### config.mk
export PLATFORM = sky130hd
export DESIGN_NAME = tmr_timer_two
export DESIGN_NICKNAME = d
export VERILOG_FILES = /design/src/tmr_pkg.sv /design/src/tmr_edge_detect.sv /design/src/tmr_timer_two.sv /design/src/tmr_wb_slave.sv
export SDC_FILE = /design/constraint.sdc
export NUM_CORES = 1
export LEC_CHECK = 0
export ABC_AREA = 1
export BUFFER_PORTS_ARGS = -buffer_cell sky130_fd_sc_hd__buf_2
export CAP_MARGIN = 20
export CORE_AREA = 4 4 89 125
export CTS_CLUSTER_SIZE = 20
export DETAILED_ROUTE_END_ITERATION = 8
export DIE_AREA = 0 0 93 129
export PLACE_DENSITY = 0.75
export SLEW_MARGIN = 30
export SYNTH_ARGS = -nofsm -noshare
export SYNTH_HDL_FRONTEND = slang
export SYNTH_SLANG_ARGS = --single-unit
### constraint.sdc
create_clock -name ref_clk -period 1.7 [get_ports ref_clk]
set_input_delay 0.34 -clock ref_clk [delete_from_list [all_inputs] [get_ports ref_clk]]
set_output_delay 0.34 -clock ref_clk [all_outputs]
set_load 0.05 [all_outputs]
### src/tmr_pkg.sv
package tmr_pkg;
    // Byte addresses on the bus (consecutive, one per register)
    localparam logic [7:0] ADDR_CONTROL = 8'hc8;
    localparam logic [7:0] ADDR_MODE = 8'hc9;
    localparam logic [7:0] ADDR_RELOAD_LOW = 8'hca;
    localparam logic [7:0] ADDR_RELOAD_HIGH = 8'hcb;
    localparam logic [7:0] ADDR_COUNT_LOW = 8'hcc;
    localparam logic [7:0] ADDR_COUNT_HIGH = 8'hcd;
    // Control register fields
    localparam int CTL_OVERFLOW = 7;
    localparam int CTL_EXTERNAL = 6;
    localparam int CTL_RX_SEL = 5;
    localparam int CTL_TX_SEL = 4;
    localparam int CTL_EXT_EN = 3;
    localparam int CTL_RUN = 2;
    localparam int CTL_COUNTER = 1;
    localparam int CTL_CAPTURE = 0;
    localparam logic [7:0] CONTROL_RESET = 8'h00;
    // Mode register fields
    localparam int MODE_DOWN_EN = 0;
    localparam int MODE_OUT_EN = 1;
    localparam logic [1:0] MODE_RESET = 2'h0;
    localparam logic [15:0] COUNT_TOP = 16'hffff;
    localparam logic [15:0] WORD_RESET = 16'h0000;
endpackage

### src/tmr_edge_detect.sv
`timescale 1ns/10ps
// Falling-edge detector on a pin taken as synchronous
module tmr_edge_detect (
    // Clock and reset
    input wire logic clk,
    input wire logic rst_n,
    // Pin and event
    input wire logic pin_i,
    output logic fall_o
);
    logic last_q;

    // Reset high, so a pin held low at start gives one edge
    always_ff @(posedge clk or negedge rst_n) begin
        if (!rst_n) begin
            last_q <= 1'b1;
        end else begin
            last_q <= pin_i;
        end
    end

    assign fall_o = last_q & ~pin_i;
endmodule

### src/tmr_timer_two.sv
// Added by the designer: the Wishbone register port.
`timescale 1ns/10ps
module tmr_timer_two (
    // Clock and reset
    input wire logic ref_clk,
    input wire logic arst_n,
    // Wishbone
    input wire logic wb_cyc_i,
    input wire logic wb_stb_i,
    input wire logic wb_we_i,
    input wire logic [7:0] wb_adr_i,
    input wire logic [3:0] wb_sel_i,
    input wire logic [31:0] wb_dat_i,
    output logic [31:0] wb_dat_o,
    output logic wb_ack_o,
    // Count clock pin, two-way
    input wire logic count_clock_pin_i,
    output logic count_clock_pin_o,
    output logic count_clock_pin_oe,
    // Trigger and direction pin
    input wire logic trigger_direction_pin_i,
    // Serial port side
    input wire logic timer_one_overflow_i,
    output logic serial_rx_clock_o,
    output logic serial_tx_clock_o,
    // Interrupt request line to the core controller
    output logic timer_irq_o
);
    logic rst_meta_q;
    logic rst_q;
    logic rst_n;
    logic wr_stb;
    logic [7:0] wr_adr;
    logic [7:0] wr_dat;
    logic [7:0] rd_dat;
    logic count_fall;
    logic trig_fall;
    logic [7:0] control_q;
    logic [1:0] mode_q;
    logic [7:0] count_low_byte_q;
    logic [7:0] count_high_byte_q;
    logic [7:0] reload_low_byte_q;
    logic [7:0] reload_high_byte_q;
    logic half_q;
    logic clk_out_q;
    logic rx_q;
    logic tx_q;
    logic serial_mode;
    logic out_mode;
    logic updown;
    logic tick;
    logic count_up;
    logic low_carry;
    logic wrap_up;
    logic wrap_down;
    logic overflow_evt;
    logic trig_evt;
    logic capture_evt;
    logic trig_reload_evt;
    logic set_overflow;
    logic set_external;
    logic toggle_external;
    logic wr_control;

    // Reset released through two flops
    always_ff @(posedge ref_clk or negedge arst_n) begin
        if (!arst_n) begin
            rst_meta_q <= 1'b0;
            rst_q <= 1'b0;
        end else begin
            rst_meta_q <= 1'b1;
            rst_q <= rst_meta_q;
        end
    end
    assign rst_n = rst_q;

    tmr_wb_slave u_bus (
        .clk(ref_clk),
        .rst_n(rst_n),
        .wb_cyc_i(wb_cyc_i),
        .wb_stb_i(wb_stb_i),
        .wb_we_i(wb_we_i),
        .wb_adr_i(wb_adr_i),
        .wb_sel_i(wb_sel_i),
        .wb_dat_i(wb_dat_i),
        .wb_dat_o(wb_dat_o),
        .wb_ack_o(wb_ack_o),
        .wr_stb_o(wr_stb),
        .wr_adr_o(wr_adr),
        .wr_dat_o(wr_dat),
        .rd_dat_i(rd_dat)
    );

    // External count input edges; output-enable blocks own clock feeding back
    tmr_edge_detect u_count_edge (
        .clk(ref_clk),
        .rst_n(rst_n),
        .pin_i(count_clock_pin_i),
        .fall_o(count_fall)
    );

    tmr_edge_detect u_trig_edge (
        .clk(ref_clk),
        .rst_n(rst_n),
        .pin_i(trigger_direction_pin_i),
        .fall_o(trig_fall)
    );

    // Mode decode
    assign serial_mode = control_q[tmr_pkg::CTL_RX_SEL] | control_q[tmr_pkg::CTL_TX_SEL];
    assign out_mode = mode_q[tmr_pkg::MODE_OUT_EN];
    assign updown = mode_q[tmr_pkg::MODE_DOWN_EN] & ~serial_mode & ~out_mode
        & ~control_q[tmr_pkg::CTL_CAPTURE];
    assign count_up = ~updown | trigger_direction_pin_i;

    // Count source: clock-out mode ticks every other clock
    always_comb begin
        if (!control_q[tmr_pkg::CTL_RUN]) begin
            tick = 1'b0;
        end else if (out_mode) begin
            tick = half_q;
        end else if (control_q[tmr_pkg::CTL_COUNTER]) begin
            tick = count_fall;
        end else begin
            tick = 1'b1;
        end
    end

    // Wrap detection for either direction
    assign low_carry = count_low_byte_q == 8'hff;
    assign wrap_up = tick & count_up & low_carry & (count_high_byte_q == 8'hff);
    assign wrap_down = tick & ~count_up & ({count_high_byte_q, count_low_byte_q}
        == {reload_high_byte_q, reload_low_byte_q});
    assign overflow_evt = wrap_up | wrap_down;

    // Trigger edges only when enabled and not baud clocking
    assign trig_evt = trig_fall & control_q[tmr_pkg::CTL_EXT_EN] & ~serial_mode
        & ~updown;
    assign capture_evt = trig_evt & control_q[tmr_pkg::CTL_CAPTURE];
    assign trig_reload_evt = trig_evt & ~control_q[tmr_pkg::CTL_CAPTURE];

    // Flag events; clock-out and baud overflows raise nothing
    assign set_overflow = overflow_evt & ~serial_mode & ~out_mode;
    assign set_external = trig_evt;
    assign toggle_external = updown & overflow_evt;
    assign wr_control = wr_stb & (wr_adr == tmr_pkg::ADDR_CONTROL);

    // Control register; hardware sets win over a software clear
    always_ff @(posedge ref_clk or negedge rst_n) begin
        if (!rst_n) begin
            control_q <= tmr_pkg::CONTROL_RESET;
        end else begin
            if (wr_control) begin
                control_q[5:0] <= wr_dat[5:0];
            end
            if (set_overflow) begin
                control_q[tmr_pkg::CTL_OVERFLOW] <= 1'b1;
            end else if (wr_control) begin
                control_q[tmr_pkg::CTL_OVERFLOW] <= wr_dat[tmr_pkg::CTL_OVERFLOW];
            end
            if (set_external) begin
                control_q[tmr_pkg::CTL_EXTERNAL] <= 1'b1;
            end else if (toggle_external) begin
                control_q[tmr_pkg::CTL_EXTERNAL] <= ~control_q[tmr_pkg::CTL_EXTERNAL];
            end else if (wr_control) begin
                control_q[tmr_pkg::CTL_EXTERNAL] <= wr_dat[tmr_pkg::CTL_EXTERNAL];
            end
        end
    end

    // Mode register, two bits
    always_ff @(posedge ref_clk or negedge rst_n) begin
        if (!rst_n) begin
            mode_q <= tmr_pkg::MODE_RESET;
        end else if (wr_stb && wr_adr == tmr_pkg::ADDR_MODE) begin
            mode_q <= wr_dat[1:0];
        end
    end

    // Reload/capture registers, shared by baud and clock-out
    always_ff @(posedge ref_clk or negedge rst_n) begin
        if (!rst_n) begin
            reload_low_byte_q <= tmr_pkg::WORD_RESET[7:0];
            reload_high_byte_q <= tmr_pkg::WORD_RESET[15:8];
        end else if (capture_evt) begin
            reload_low_byte_q <= count_low_byte_q;
            reload_high_byte_q <= count_high_byte_q;
        end else begin
            if (wr_stb && wr_adr == tmr_pkg::ADDR_RELOAD_LOW) begin
                reload_low_byte_q <= wr_dat;
            end
            if (wr_stb && wr_adr == tmr_pkg::ADDR_RELOAD_HIGH) begin
                reload_high_byte_q <= wr_dat;
            end
        end
    end

    // Count bytes; low carry steps high. Software writes lose to hardware
    always_ff @(posedge ref_clk or negedge rst_n) begin
        if (!rst_n) begin
            count_low_byte_q <= tmr_pkg::WORD_RESET[7:0];
            count_high_byte_q <= tmr_pkg::WORD_RESET[15:8];
        end else if (wrap_up || trig_reload_evt) begin
            count_low_byte_q <= reload_low_byte_q;
            count_high_byte_q <= reload_high_byte_q;
        end else if (wrap_down) begin
            count_low_byte_q <= tmr_pkg::COUNT_TOP[7:0];
            count_high_byte_q <= tmr_pkg::COUNT_TOP[15:8];
        end else if (tick && count_up) begin
            count_low_byte_q <= count_low_byte_q + 8'h01;
            if (low_carry) begin
                count_high_byte_q <= count_high_byte_q + 8'h01;
            end
        end else if (tick) begin
            count_low_byte_q <= count_low_byte_q - 8'h01;
            if (count_low_byte_q == 8'h00) begin
                count_high_byte_q <= count_high_byte_q - 8'h01;
            end
        end else begin
            if (wr_stb && wr_adr == tmr_pkg::ADDR_COUNT_LOW) begin
                count_low_byte_q <= wr_dat;
            end
            if (wr_stb && wr_adr == tmr_pkg::ADDR_COUNT_HIGH) begin
                count_high_byte_q <= wr_dat;
            end
        end
    end

    // Half-rate prescaler and output toggle on each overflow
    always_ff @(posedge ref_clk or negedge rst_n) begin
        if (!rst_n) begin
            half_q <= 1'b0;
            clk_out_q <= 1'b0;
        end else begin
            half_q <= out_mode & control_q[tmr_pkg::CTL_RUN] & ~half_q;
            if (out_mode && wrap_up) begin
                clk_out_q <= ~clk_out_q;
            end
        end
    end

    // Serial clocks: overflow pulse of timer two or timer one
    always_ff @(posedge ref_clk or negedge rst_n) begin
        if (!rst_n) begin
            rx_q <= 1'b0;
            tx_q <= 1'b0;
        end else begin
            rx_q <= control_q[tmr_pkg::CTL_RX_SEL] ? wrap_up : timer_one_overflow_i;
            tx_q <= control_q[tmr_pkg::CTL_TX_SEL] ? wrap_up : timer_one_overflow_i;
        end
    end
    assign serial_rx_clock_o = rx_q;
    assign serial_tx_clock_o = tx_q;

    // Pin drive; a half-period is two clocks per step, so full period 4*(65536-reload)
    assign count_clock_pin_o = clk_out_q;
    assign count_clock_pin_oe = out_mode;
    // Up/down external toggles give no request
    assign timer_irq_o = control_q[tmr_pkg::CTL_OVERFLOW]
        | (control_q[tmr_pkg::CTL_EXTERNAL] & ~updown);

    // Read mux, unmapped reads return zero
    always_comb begin
        case (wr_adr)
            tmr_pkg::ADDR_CONTROL: rd_dat = control_q;
            tmr_pkg::ADDR_MODE: rd_dat = {6'h00, mode_q};
            tmr_pkg::ADDR_RELOAD_LOW: rd_dat = reload_low_byte_q;
            tmr_pkg::ADDR_RELOAD_HIGH: rd_dat = reload_high_byte_q;
            tmr_pkg::ADDR_COUNT_LOW: rd_dat = count_low_byte_q;
            tmr_pkg::ADDR_COUNT_HIGH: rd_dat = count_high_byte_q;
            default: rd_dat = 8'h00;
        endcase
    end
endmodule

### src/tmr_wb_slave.sv
`timescale 1ns/10ps
// Classic Wishbone front end, one registered ack per access, a cycle after the request
module tmr_wb_slave (
    // Clock and reset
    input wire logic clk,
    input wire logic rst_n,
    // Wishbone
    input wire logic wb_cyc_i,
    input wire logic wb_stb_i,
    input wire logic wb_we_i,
    input wire logic [7:0] wb_adr_i,
    input wire logic [3:0] wb_sel_i,
    input wire logic [31:0] wb_dat_i,
    output logic [31:0] wb_dat_o,
    output logic wb_ack_o,
    // Register side
    output logic wr_stb_o,
    output logic [7:0] wr_adr_o,
    output logic [7:0] wr_dat_o,
    input wire logic [7:0] rd_dat_i
);
    logic ack_q;
    logic [31:0] dat_q;

    // Ack one cycle after request; cleared next cycle to end handshake
    always_ff @(posedge clk or negedge rst_n) begin
        if (!rst_n) begin
            ack_q <= 1'b0;
        end else begin
            ack_q <= wb_cyc_i & wb_stb_i & ~ack_q;
        end
    end

    // Read data captured with the ack, upper bits read as zero
    always_ff @(posedge clk or negedge rst_n) begin
        if (!rst_n) begin
            dat_q <= 32'h0000_0000;
        end else begin
            dat_q <= {24'h00_0000, rd_dat_i};
        end
    end

    // Write lands on the acking edge, only lane 0 carries data
    assign wr_stb_o = wb_cyc_i & wb_stb_i & wb_we_i & ack_q & wb_sel_i[0];
    assign wr_adr_o = wb_adr_i;
    assign wr_dat_o = wb_dat_i[7:0];
    assign wb_ack_o = ack_q;
    assign wb_dat_o = dat_q;
endmodule
# After elaboration in Yosys (flattened, before gate mapping)
# Index checks and enable logic that the tools add are counted.
# Widths: inputs -> output; s select.
# totals
reg_bits	59
latchBits	0
ramBits	0
romBits	0
inputBits	52
out_inout_bits	38
n_memories	0
# op_classes
addsub	4
n_mul	0
n_div	0
magnitude_cmp	0
eq_ne	11
n_shift	0
n_mux	27
bitwise	42
n_reduce_logical	16
# ops
cell	n
$mux 8	16
$eq 8x8->1 const B	8
$pmux 8 s6	1
$and 1x1->1	27
$add 8x1->8 const B	2
$eq 16x16->1	1
$sub 8x1->8 const B	2
$not 1->1	11
$mux 1	10
$reduce_bool 5->1	2
$logic_not 8->1	1
$logic_and 1x1->1	7
$reduce_bool 2->1	3
$ne 5x1->1 const B	1
$ne 4x4->1 const B	1
$or 1x1->1	4
$reduce_and 3->1	1
$reduce_bool 3->1	1
$logic_or 1x1->1	1

# Logic depth before layout (Yosys ltp)
# Gate-level depths: netlist of run 1.
# logic_depth
depth_word	14
ltp_mapped	15
depth_no_buf	15

# By module
# Synthesis of run 1 repeated with hierarchy kept, for this count alone.
# unflattened
hier_cells	657
area_unflattened_um2	4538.1
# modules_own_cells
module	n_inst	cells_per_inst	area_per_inst_um2	seq_area_each_um2
tmr_timer_two	1	597	3920.0	1201.2
tmr_wb_slave	1	54	545.5	225.2
tmr_edge_detect	2	3	36.3	26.3

# Worst setup path before layout of run 1
# Ideal clock, no wire load.
# synth_timing
kind	register to output
from	reg mode_q[1]
to	out timer_irq_o
arrival_ns	2.063
path_slack_ns	-0.703
stages_incl_launch_ff	5
path_buffers	0
cell_sequence	dfrtp_1 -> inv_4 -> nand3_1 -> inv_1 -> o21ai_0
# synth_via
elab_chain_cells	6
# synth_lines
item	line	source
from (decl)	tmr_timer_two.sv:39	logic [1:0] mode_q;
from (signal assigned)	tmr_timer_two.sv:174	mode_q <= tmr_pkg::MODE_RESET;
from (signal assigned)	tmr_timer_two.sv:176	mode_q <= wr_dat[1:0];
$not 1->1	tmr_timer_two.sv:112	assign updown = mode_q[tmr_pkg::MODE_DOWN_EN] & ~serial_mode & ~out_mode
$and 1x1->1	tmr_timer_two.sv:112	
$and 1x1->1	tmr_timer_two.sv:113	& ~control_q[tmr_pkg::CTL_CAPTURE];
$not 1->1	tmr_timer_two.sv:260	| (control_q[tmr_pkg::CTL_EXTERNAL] & ~updown);
$and 1x1->1	tmr_timer_two.sv:260	
$or 1x1->1	tmr_timer_two.sv:260	
to (decl)	tmr_timer_two.sv:27	output logic timer_irq_o
# No other way between the ends.

# Worst setup path after layout of run 1
# layout_timing
from	reg control_q[4]
to	reg count_high_byte_q[0]
# layout_via
elab_chain_cells	13
# layout_lines
item	line	source
from (decl)	tmr_timer_two.sv:38	logic [7:0] control_q;
from (signal assigned)	tmr_timer_two.sv:151	control_q <= tmr_pkg::CONTROL_RESET;
from (signal assigned)	tmr_timer_two.sv:154	control_q[5:0] <= wr_dat[5:0];
from (signal, indexed assignment)	tmr_timer_two.sv:159	control_q[tmr_pkg::CTL_OVERFLOW] <= wr_dat[tmr_pkg::CTL_OVERFLOW];
$or 1x1->1 *	tmr_timer_two.sv:110	assign serial_mode = control_q[tmr_pkg::CTL_RX_SEL] | control_q[tmr_pkg::CTL_TX_SEL];
$not 1->1 *	tmr_timer_two.sv:112, tmr_timer_two.sv:137	
$and 1x1->1 (2 in a row)	tmr_timer_two.sv:112	
$and 1x1->1	tmr_timer_two.sv:113	
$not 1->1	tmr_timer_two.sv:114, tmr_timer_two.sv:138	
$or 1x1->1	tmr_timer_two.sv:114	assign count_up = ~updown | trigger_direction_pin_i;
$and 1x1->1 (3 in a row)	tmr_timer_two.sv:131	assign wrap_up = tick & count_up & low_carry & (count_high_byte_q == 8'hff);
$logic_or 1x1->1	tmr_timer_two.sv:203	end else if (wrap_up || trig_reload_evt) begin
$ne 5x1->1 (no line) (tied with other cells)	-	
$reduce_and 3->1 (no line)	-	
to (signal assigned)	tmr_timer_two.sv:202	count_high_byte_q <= tmr_pkg::WORD_RESET[15:8];
to (signal assigned)	tmr_timer_two.sv:205	count_high_byte_q <= reload_high_byte_q;
to (signal assigned)	tmr_timer_two.sv:208	count_high_byte_q <= tmr_pkg::COUNT_TOP[15:8];
to (decl)	tmr_timer_two.sv:41	logic [7:0] count_high_byte_q;
# Every way passes the cells marked *; elsewhere a longest branch is shown, timed or not.
# A chain may end at the register's enable or synchronous reset.

==> results of run 1 <==
==> cell type report <==
class / count / area [um^2]
inverter: 72 / 294
sequential: 59 / 1490
timing repair buffer: 181 / 1420
clock inverter: 6 / 65.1
tap: 135 / 169
clock buffer: 10 / 239
multi-input combinational: 502 / 2880
fill: 771 / 3360
==> synth_stat cells, drive strengths merged (2+ instances only) <==
library cell	count
dfrtp	57
o21ai	32
nand3	40
nand4	7
buf	41
o211ai	2
a21oi	22
nor3	6
ha	5
clkinv	2
xnor2	2
nand3b	2
inv	70
o221ai	21
o22ai	9
nor2	71
nand2	241
dfstp	2
conb	2
xor2	14
==> registers in the layout, indices dropped and copies added, names as in the netlist <==
register             flops
mode_q                   2
control_q                8
reload_low_byte_q        8
u_bus.wb_ack_o           1
half_q                   1
count_low_byte_q         8
rst_n                    1
count_clock_pin_o        1
u_trig_edge.last_q       1
serial_tx_clock_o        1
rst_meta_q               1
u_bus.wb_dat_o           8
count_high_byte_q        8
reload_high_byte_q       8
serial_rx_clock_o        1
u_count_edge.last_q      1
==> cells by family after synthesis <==
family	after synthesis	share of synthesized area
AND/OR/NAND/NOR	368	0.362
adder cells (fa/ha/maj)	5	0.0142
flip-flops	59	0.335
buffers and inverters	114	0.133
other	2	0.00170
XOR/XNOR	16	0.0317
AO/OA/AOI/OAI	88	0.122
==> critical path, delay by kind of cell (launching register included) <==
kind | cells | cell delay (ps)
flip-flops | 1 | 430
AND/OR/NAND/NOR | 9 | 970
buffers and inverters | 3 | 440
==> path summary, 6_finish.rpt <==
check / to / slack, ps / depth (start not counted)
worst max register to register: count_high_byte_q[0] / -220 / 12
max in group asynchronous: u_count_edge.last_q / 890 / 1
worst min-delay path: u_trig_edge.last_q / 110 / 1
worst max-delay path: count_high_byte_q[0] / -220 / 12
min in group asynchronous: u_bus.wb_dat_o[7] / 170 / 0
worst min register to register: u_bus.wb_dat_o[7] / 170 / 0
==> metal layers <==
layer / track usage / vias up / wire length, um
li1: - / 2399 / -
met1: 0.312 / 2497 / 5920
met2: 0.476 / 403 / 8580
met3: 0.0591 / 150 / 1810
met4: 0.201 / 0 / 1590
met5: 0 / - / 0
==> report_power, final <==
| part | switching, mW | internal, mW | leakage (nW) |
|---|---|---|---|
| combinational | 1.37 | 0.987 | 2.38 |
| sequential | 0.142 | 1.53 | 0.769 |
| clock | 0.695 | 1.17 | 0.148 |
==> repair_timing <==
action | CTS | global route
hold buffers | 1 | 0
endpoints found under the setup margin | 35 | 36
buffers inserted | 16 | 17
endpoints found under the hold margin | 2 | 0
resized for setup | 44 | 94
cloned | 1 | 3
pin swaps | 25 | 30
==> through the flow <==
| stage | worst slack [ps] | utilization | total power, mW | instances |
|---|---|---|---|---|
| finish | -220 | 0.661 | 5.90 | 965 |
| global route | -341 | 0.661 | 6.20 | 965 |
| CTS | -62.4 | 0.607 | 5.69 | 945 |
| detailed placement | -208 | 0.545 | 3.77 | 913 |
| global placement | -175 | 0.545 | 3.72 | 913 |
| floorplan | 25.0 | - | 3.02 | 675 |
==> flow_metrics.env, run 1 <==
export IMPL_outcome="complete, but fails checks"
export IMPL_violations="setup timing"
export IMPL_num_rows=43
export IMPL_crit_slowest_cell="dfrtp_2"
export IMPL_drive_gt1_frac=0.411
export IMPL_finClkSkew_ps=9.84
export IMPL_min_path_type="input pin to flip-flop"
export IMPL_grt_pass1_wl_um=26000
export IMPL_hp_start="trigger_direction_pin_i"
export IMPL_slew_violations=0
export IMPL_drt_antenna_violating_nets=0
export IMPL_core_area_um2=9900
export IMPL_grt_pass1_vias=5225
export IMPL_grt_setup_unrepaired="true"
export IMPL_end_kind="flip-flop"
export IMPL_yosysWarnings=0
export IMPL_ys_types=37
export IMPL_ys_ff_latch=59
export IMPL_drt_first_pass_iters=6
export IMPL_netlist_area_um2=4420
export IMPL_hold_viol=0
export IMPL_vias=5449
export IMPL_final_cell_mix="194 x nand2_1, 121 x buf_4, 52 x dfrtp_1, 45 x inv_1, 45 x nor2_1"
export IMPL_async_flop_share=1.00
export IMPL_setup_slack_ps=-220
export IMPL_finalCritPeriodShare=1.13
export IMPL_wl_um=17900
export IMPL_wl_per_cell_um=18.5
export IMPL_path_clk_slew_ps=50
export IMPL_p_leak_nw=3.29
export IMPL_die_w_um=93
export IMPL_antenna_found_initial=0
export IMPL_gp_congestion=0.975
export IMPL_n_antenna_cell=0
export IMPL_avgSynthCellArea_um2=6.78
export IMPL_clockBufferDepth=2
export IMPL_max_vdd_ir_drop_mv=0.626
export IMPL_cp_arrival_ps=2200
export IMPL_io_pins=90
export IMPL_startpoint_type="flip-flop"
export IMPL_start_util=0.446
export IMPL_critPathKind="flip-flop to flip-flop"
export IMPL_drv_cap=0
export IMPL_power_density_nw_per_um2=901
export IMPL_drcViolationCount=0
export IMPL_drtIter0Drc=627
export IMPL_period_needed_ps=1920
export IMPL_synth_top_area_frac=0.323
export IMPL_cts_sink_count=59
export IMPL_synth_edf_count=0
export IMPL_clk_latency_ps=340
export IMPL_die_area_um2=12000
export IMPL_htree_levels=3
export IMPL_cpMostUsedCell="nand2_1"
export IMPL_fin_area_um2=6540
export IMPL_whs_ps=107
export IMPL_reg2reg_from="control_q[4]"
export IMPL_synth_area_leaders="dfrtp_1 32%, nand2_1 19%, buf_4 5.1%"
export IMPL_routed_via_density=5.65
export IMPL_final_common_cell="nand2_1"
export IMPL_area_growth_pct=48.1
export IMPL_cts_buffers=9
export IMPL_place_area_um2=5400
export IMPL_max_freq_ghz=0.521
export IMPL_ys_seq_area_frac=0.335
export IMPL_cts_tree="yes"
export IMPL_fin_setup_tns_ps=-3490
export IMPL_io_buffer_count=38
export IMPL_hpwl_um=11400
export IMPL_syn_inst=652
export IMPL_cp_startpoint="control_q[4]"
export IMPL_cp_slowest_stage_delay_ps=430
export IMPL_grt_use_total=0.281
export IMPL_overflow=0
export IMPL_cp_max_fo=6
export IMPL_yosysTopAreaCell="dfrtp_1"
export IMPL_worstPathCellList="nor2_4 > buf_12 > nand4_4 > nor2_4 > buf_6 > nand3_4 > buf_6 > nand2_2 > nand2_1 > nand2_1 > nand2_2 > nand2_1"
export IMPL_ctsRootBufferMaster="clkbuf_16"
export IMPL_die_y_um=129
export IMPL_critPathRequiredTime_ps=1980
export IMPL_grt_max_degree=47
export IMPL_fin_nets=882
export IMPL_setup_violations=24
export IMPL_synth_ff_type="dfrtp_1"
No activity file was read; power rests on OpenSTA's default activity.
==> run 2: changes to the inputs <==
- ABC_AREA: 1 -> unset
- CORE_AREA: 4 4 89 125 -> 4 4 131 83
- CTS_BUF_LIST: unset -> sky130_fd_sc_hd__clkbuf_8 sky130_fd_sc_hd__clkbuf_16
- DIE_AREA: 0 0 93 129 -> 0 0 135 87
==> run 2 against run 1 <==
Effect of this change:
- the flow still finishes with violations (setup timing)
- total power is 31% lower
- utilization is 4.5 points higher
- design area is 3.9% higher
- worst hold slack better by 5.9 ps
- maximum frequency is 15% lower
- die area is 2.1% lower
- synthesized cell count is 29% lower
- synthesized area is 4.3% lower
- setup slack worse by 330 ps
- critical endpoint is now count_high_byte_q[5]
- largest cell class unchanged
- largest power group is now clock
- highest routed layer unchanged
==> flow_metrics.env, run 2 <==
export IMPL_yosysWarnings=0
export IMPL_reg2reg_from="count_low_byte_q[1]"
export IMPL_htree_levels=3
export IMPL_netlist_area_um2=4230
export IMPL_vias=4775
export IMPL_seqPwrFrac=0.361
export IMPL_num_rows=28
export IMPL_ys_types=73
export IMPL_path_buf_inv=0
export IMPL_slew_violations=0
export IMPL_finClkSkew_ps=5.05
export IMPL_synth_top_area_frac=0.337
export IMPL_clkPwrFrac=0.488
export IMPL_critPathRequiredTime_ps=1940
export IMPL_routed_via_density=5.96
export IMPL_cts_tree="yes"
export IMPL_die_area_um2=11700
export IMPL_r2r_end="count_high_byte_q[5]"
export IMPL_die_w_um=135
export IMPL_max_vdd_ir_drop_mv=0.661
export IMPL_violations="setup timing"
export IMPL_multi_input_area_um2=2970
export IMPL_p_leak_nw=3.28
export IMPL_fin_setup_tns_ps=-10110
export IMPL_hp_start="count_clock_pin_i"
export IMPL_startpoint_type="flip-flop"
export IMPL_muxShareOfSynthArea=0.104
export IMPL_cp_max_fo=5
export IMPL_synth_ff_type="dfrtp_1"
export IMPL_fin_area_um2=6800
export IMPL_yosysTopAreaCell="dfrtp_1"
export IMPL_fill_cells=684
export IMPL_internal_power_mw=2.96
export IMPL_start_util=0.439
export IMPL_grt_setup_unrepaired="true"
export IMPL_grt_max_degree=58
export IMPL_io_pins=90
export IMPL_setup_slack_ps=-549
export IMPL_dp_slack_ps=-629
export IMPL_power_density_nw_per_um2=602
export IMPL_synthSimpleGateAreaFrac=0.199
export IMPL_min_to="u_count_edge.last_q"
export IMPL_overflow=0
export IMPL_fin_nets=718
export IMPL_grt_use_total=0.289
export IMPL_final_cell_mix="153 x buf_4, 51 x dfrtp_1, 38 x nor2_1, 36 x buf_2, 26 x buf_6"
export IMPL_path_clk_slew_ps=60
export IMPL_crit_slowest_cell="or4_4"
export IMPL_setup_violations=24
export IMPL_wl_per_cell_um=22.0
export IMPL_wl_um=17700
export IMPL_rrSetupSlack_ps=-550
export IMPL_swShare=0.277
export IMPL_hold_viol=0
export IMPL_cts_buffers=9
export IMPL_drv_cap=0
export IMPL_die_y_um=87
export IMPL_synthAdderAreaFrac=0.0148
export IMPL_r2r_cells=7
export IMPL_drtIter0Drc=639
export IMPL_final_common_cell="buf_4"
export IMPL_io_buffer_count=38
export IMPL_drt_first_pass_iters=7
export IMPL_critPathTopFamily="simple AND/OR/NAND/NOR gates"
export IMPL_netlist_top_cells_count="57 x dfrtp_1, 43 x nor2_1, 30 x nand2_1"
export IMPL_critPathKind="flip-flop to flip-flop"
export IMPL_period_needed_ps=2250
export IMPL_clk_latency_ps=330
export IMPL_antenna_found_initial=0
export IMPL_outcome="complete, but fails checks"
export IMPL_drive_gt1_frac=0.508
export IMPL_ctsRootBufferMaster="clkbuf_16"
export IMPL_ys_seq_area_frac=0.350
export IMPL_max_freq_ghz=0.445
export IMPL_clockBufferDepth=2
export IMPL_power_share_combinational=0.151
export IMPL_ys_ff_latch=59
export IMPL_async_flop_share=1.00
export IMPL_synth_compound_area_frac=0.192
export IMPL_synth_edf_count=0
export IMPL_grt_pass1_vias=4495
export IMPL_hpwl_um=12300
export IMPL_drcViolationCount=0
export IMPL_syn_inst=466
export IMPL_area_growth_pct=60.9
export IMPL_yosysMostFrequentCell="dfrtp_1"
export IMPL_grt_pass1_wl_um=25600
export IMPL_holdPathStages=1
export IMPL_power_switching_mw=1.13
export IMPL_min_path_type="input pin to flip-flop"
export IMPL_avgSynthCellArea_um2=9.07
export IMPL_cp_startpoint="count_low_byte_q[1]"
export IMPL_gp_congestion=1.04
export IMPL_synth_top_family_by_area="simple AND/OR/NAND/NOR gates"
export IMPL_synth_xor_area_share=0.0456
export IMPL_place_area_um2=5550
export IMPL_whs_ps=113
export IMPL_synth_area_leaders="dfrtp_1 34%, mux2i_1 5.9%, buf_4 4.3%"
export IMPL_worstPathCellList="ha_2 > and4_1 > and3_1 > a31oi_4 > nor2_2 > or4_4 > o311ai_2"
export IMPL_cp_slowest_stage_delay_ps=540
export IMPL_end_kind="flip-flop"
export IMPL_cts_sink_count=59
export IMPL_drt_antenna_violating_nets=0
export IMPL_cp_arrival_ps=2490
export IMPL_core_area_um2=9630
export IMPL_finalCritPeriodShare=1.32
export IMPL_n_antenna_cell=0
export IMPL_seq_area_um2=1490
## run 2: cell count changes after synthesis, moves of 12 or more
cell / previous run / this run
nand2_1: 229 / 30
inv_1: 49 / 12
o21ai_1: 14 / 1
xor2_1: 14 / 2
inv_2: 20 / 0
nand3_1: 36 / 16
xnor2_1: 2 / 20
nor2_1: 57 / 43
mux2i_1: 0 / 25
clkbuf_1: 1 / 25
o221ai_1: 21 / 0
## run 2: metrics by stage
stage,total power [mW],utilization,std cells
floorplan,1.85,-,489
global placement,2.03,0.576,746
detailed placement,2.04,0.576,746
CTS,4.05,0.653,780
global route,4.22,0.706,801
finish,4.09,0.706,801
## run 2: timing repair
| action | 4_1_cts | 5_1_grt |
|---|---|---|
| endpoints found under the setup margin | 37 | 43 |
| pin swaps | 22 | 24 |
| resized for setup | 61 | 64 |
| setup buffers | 16 | 21 |
| hold endpoints to repair | 2 | 0 |
| hold buffers | 1 | 0 |
| gates cloned | 1 | 1 |
## run 2: worst max path at each step
stage | end | depth (start not counted)
floorplan | count_high_byte_q[1] | 8
global route | count_high_byte_q[5] | 7
global placement | count_high_byte_q[3] | 6
detailed placement | count_high_byte_q[3] | 6
finish | count_high_byte_q[5] | 7
CTS | timer_irq_o | 5
## run 2: layer usage
| metal | vias up | global-route usage | wire [um] | part of all wire |
|---|---|---|---|---|
| met5 | - | 0 | 0 | 0 |
| met2 | 316 | 0.439 | 7680 | 0.43 |
| li1 | 2062 | - | - | - |
| met4 | 0 | 0.0778 | 604 | 0.034 |
| met1 | 2325 | 0.398 | 7370 | 0.42 |
| met3 | 72 | 0.0958 | 2000 | 0.11 |
## run 2: layout make-up
class,instances,share of cell area
Sequential cell,59,0.219
Clock buffer,9,0.0331
Timing Repair Buffer,225,0.265
Clock inverter,7,0.0149
Inverter,12,0.00662
Multi-Input combinational cell,354,0.437
Tap cell,135,0.0248
## run 2: cells by family after synthesis
| kind of cell | Yosys count |
|---|---|
| compound gates | 111 |
| xor+xnor | 22 |
| fa+ha+maj | 5 |
| mux | 39 |
| flops | 59 |
| simple gates | 152 |
| other cells | 2 |
| buf+inv | 76 |
## run 2: power groups by stage
| stage | logic (mW) | clock network [mW] | registers [mW] |
|---|---|---|---|
| floorplan | 0.348 | 0 | 1.51 |
| global placement | 0.537 | 0 | 1.50 |
| detailed placement | 0.544 | 0 | 1.50 |
| CTS | 0.564 | 2.02 | 1.47 |
| global route | 0.652 | 2.09 | 1.48 |
| finish | 0.618 | 2.00 | 1.48 |
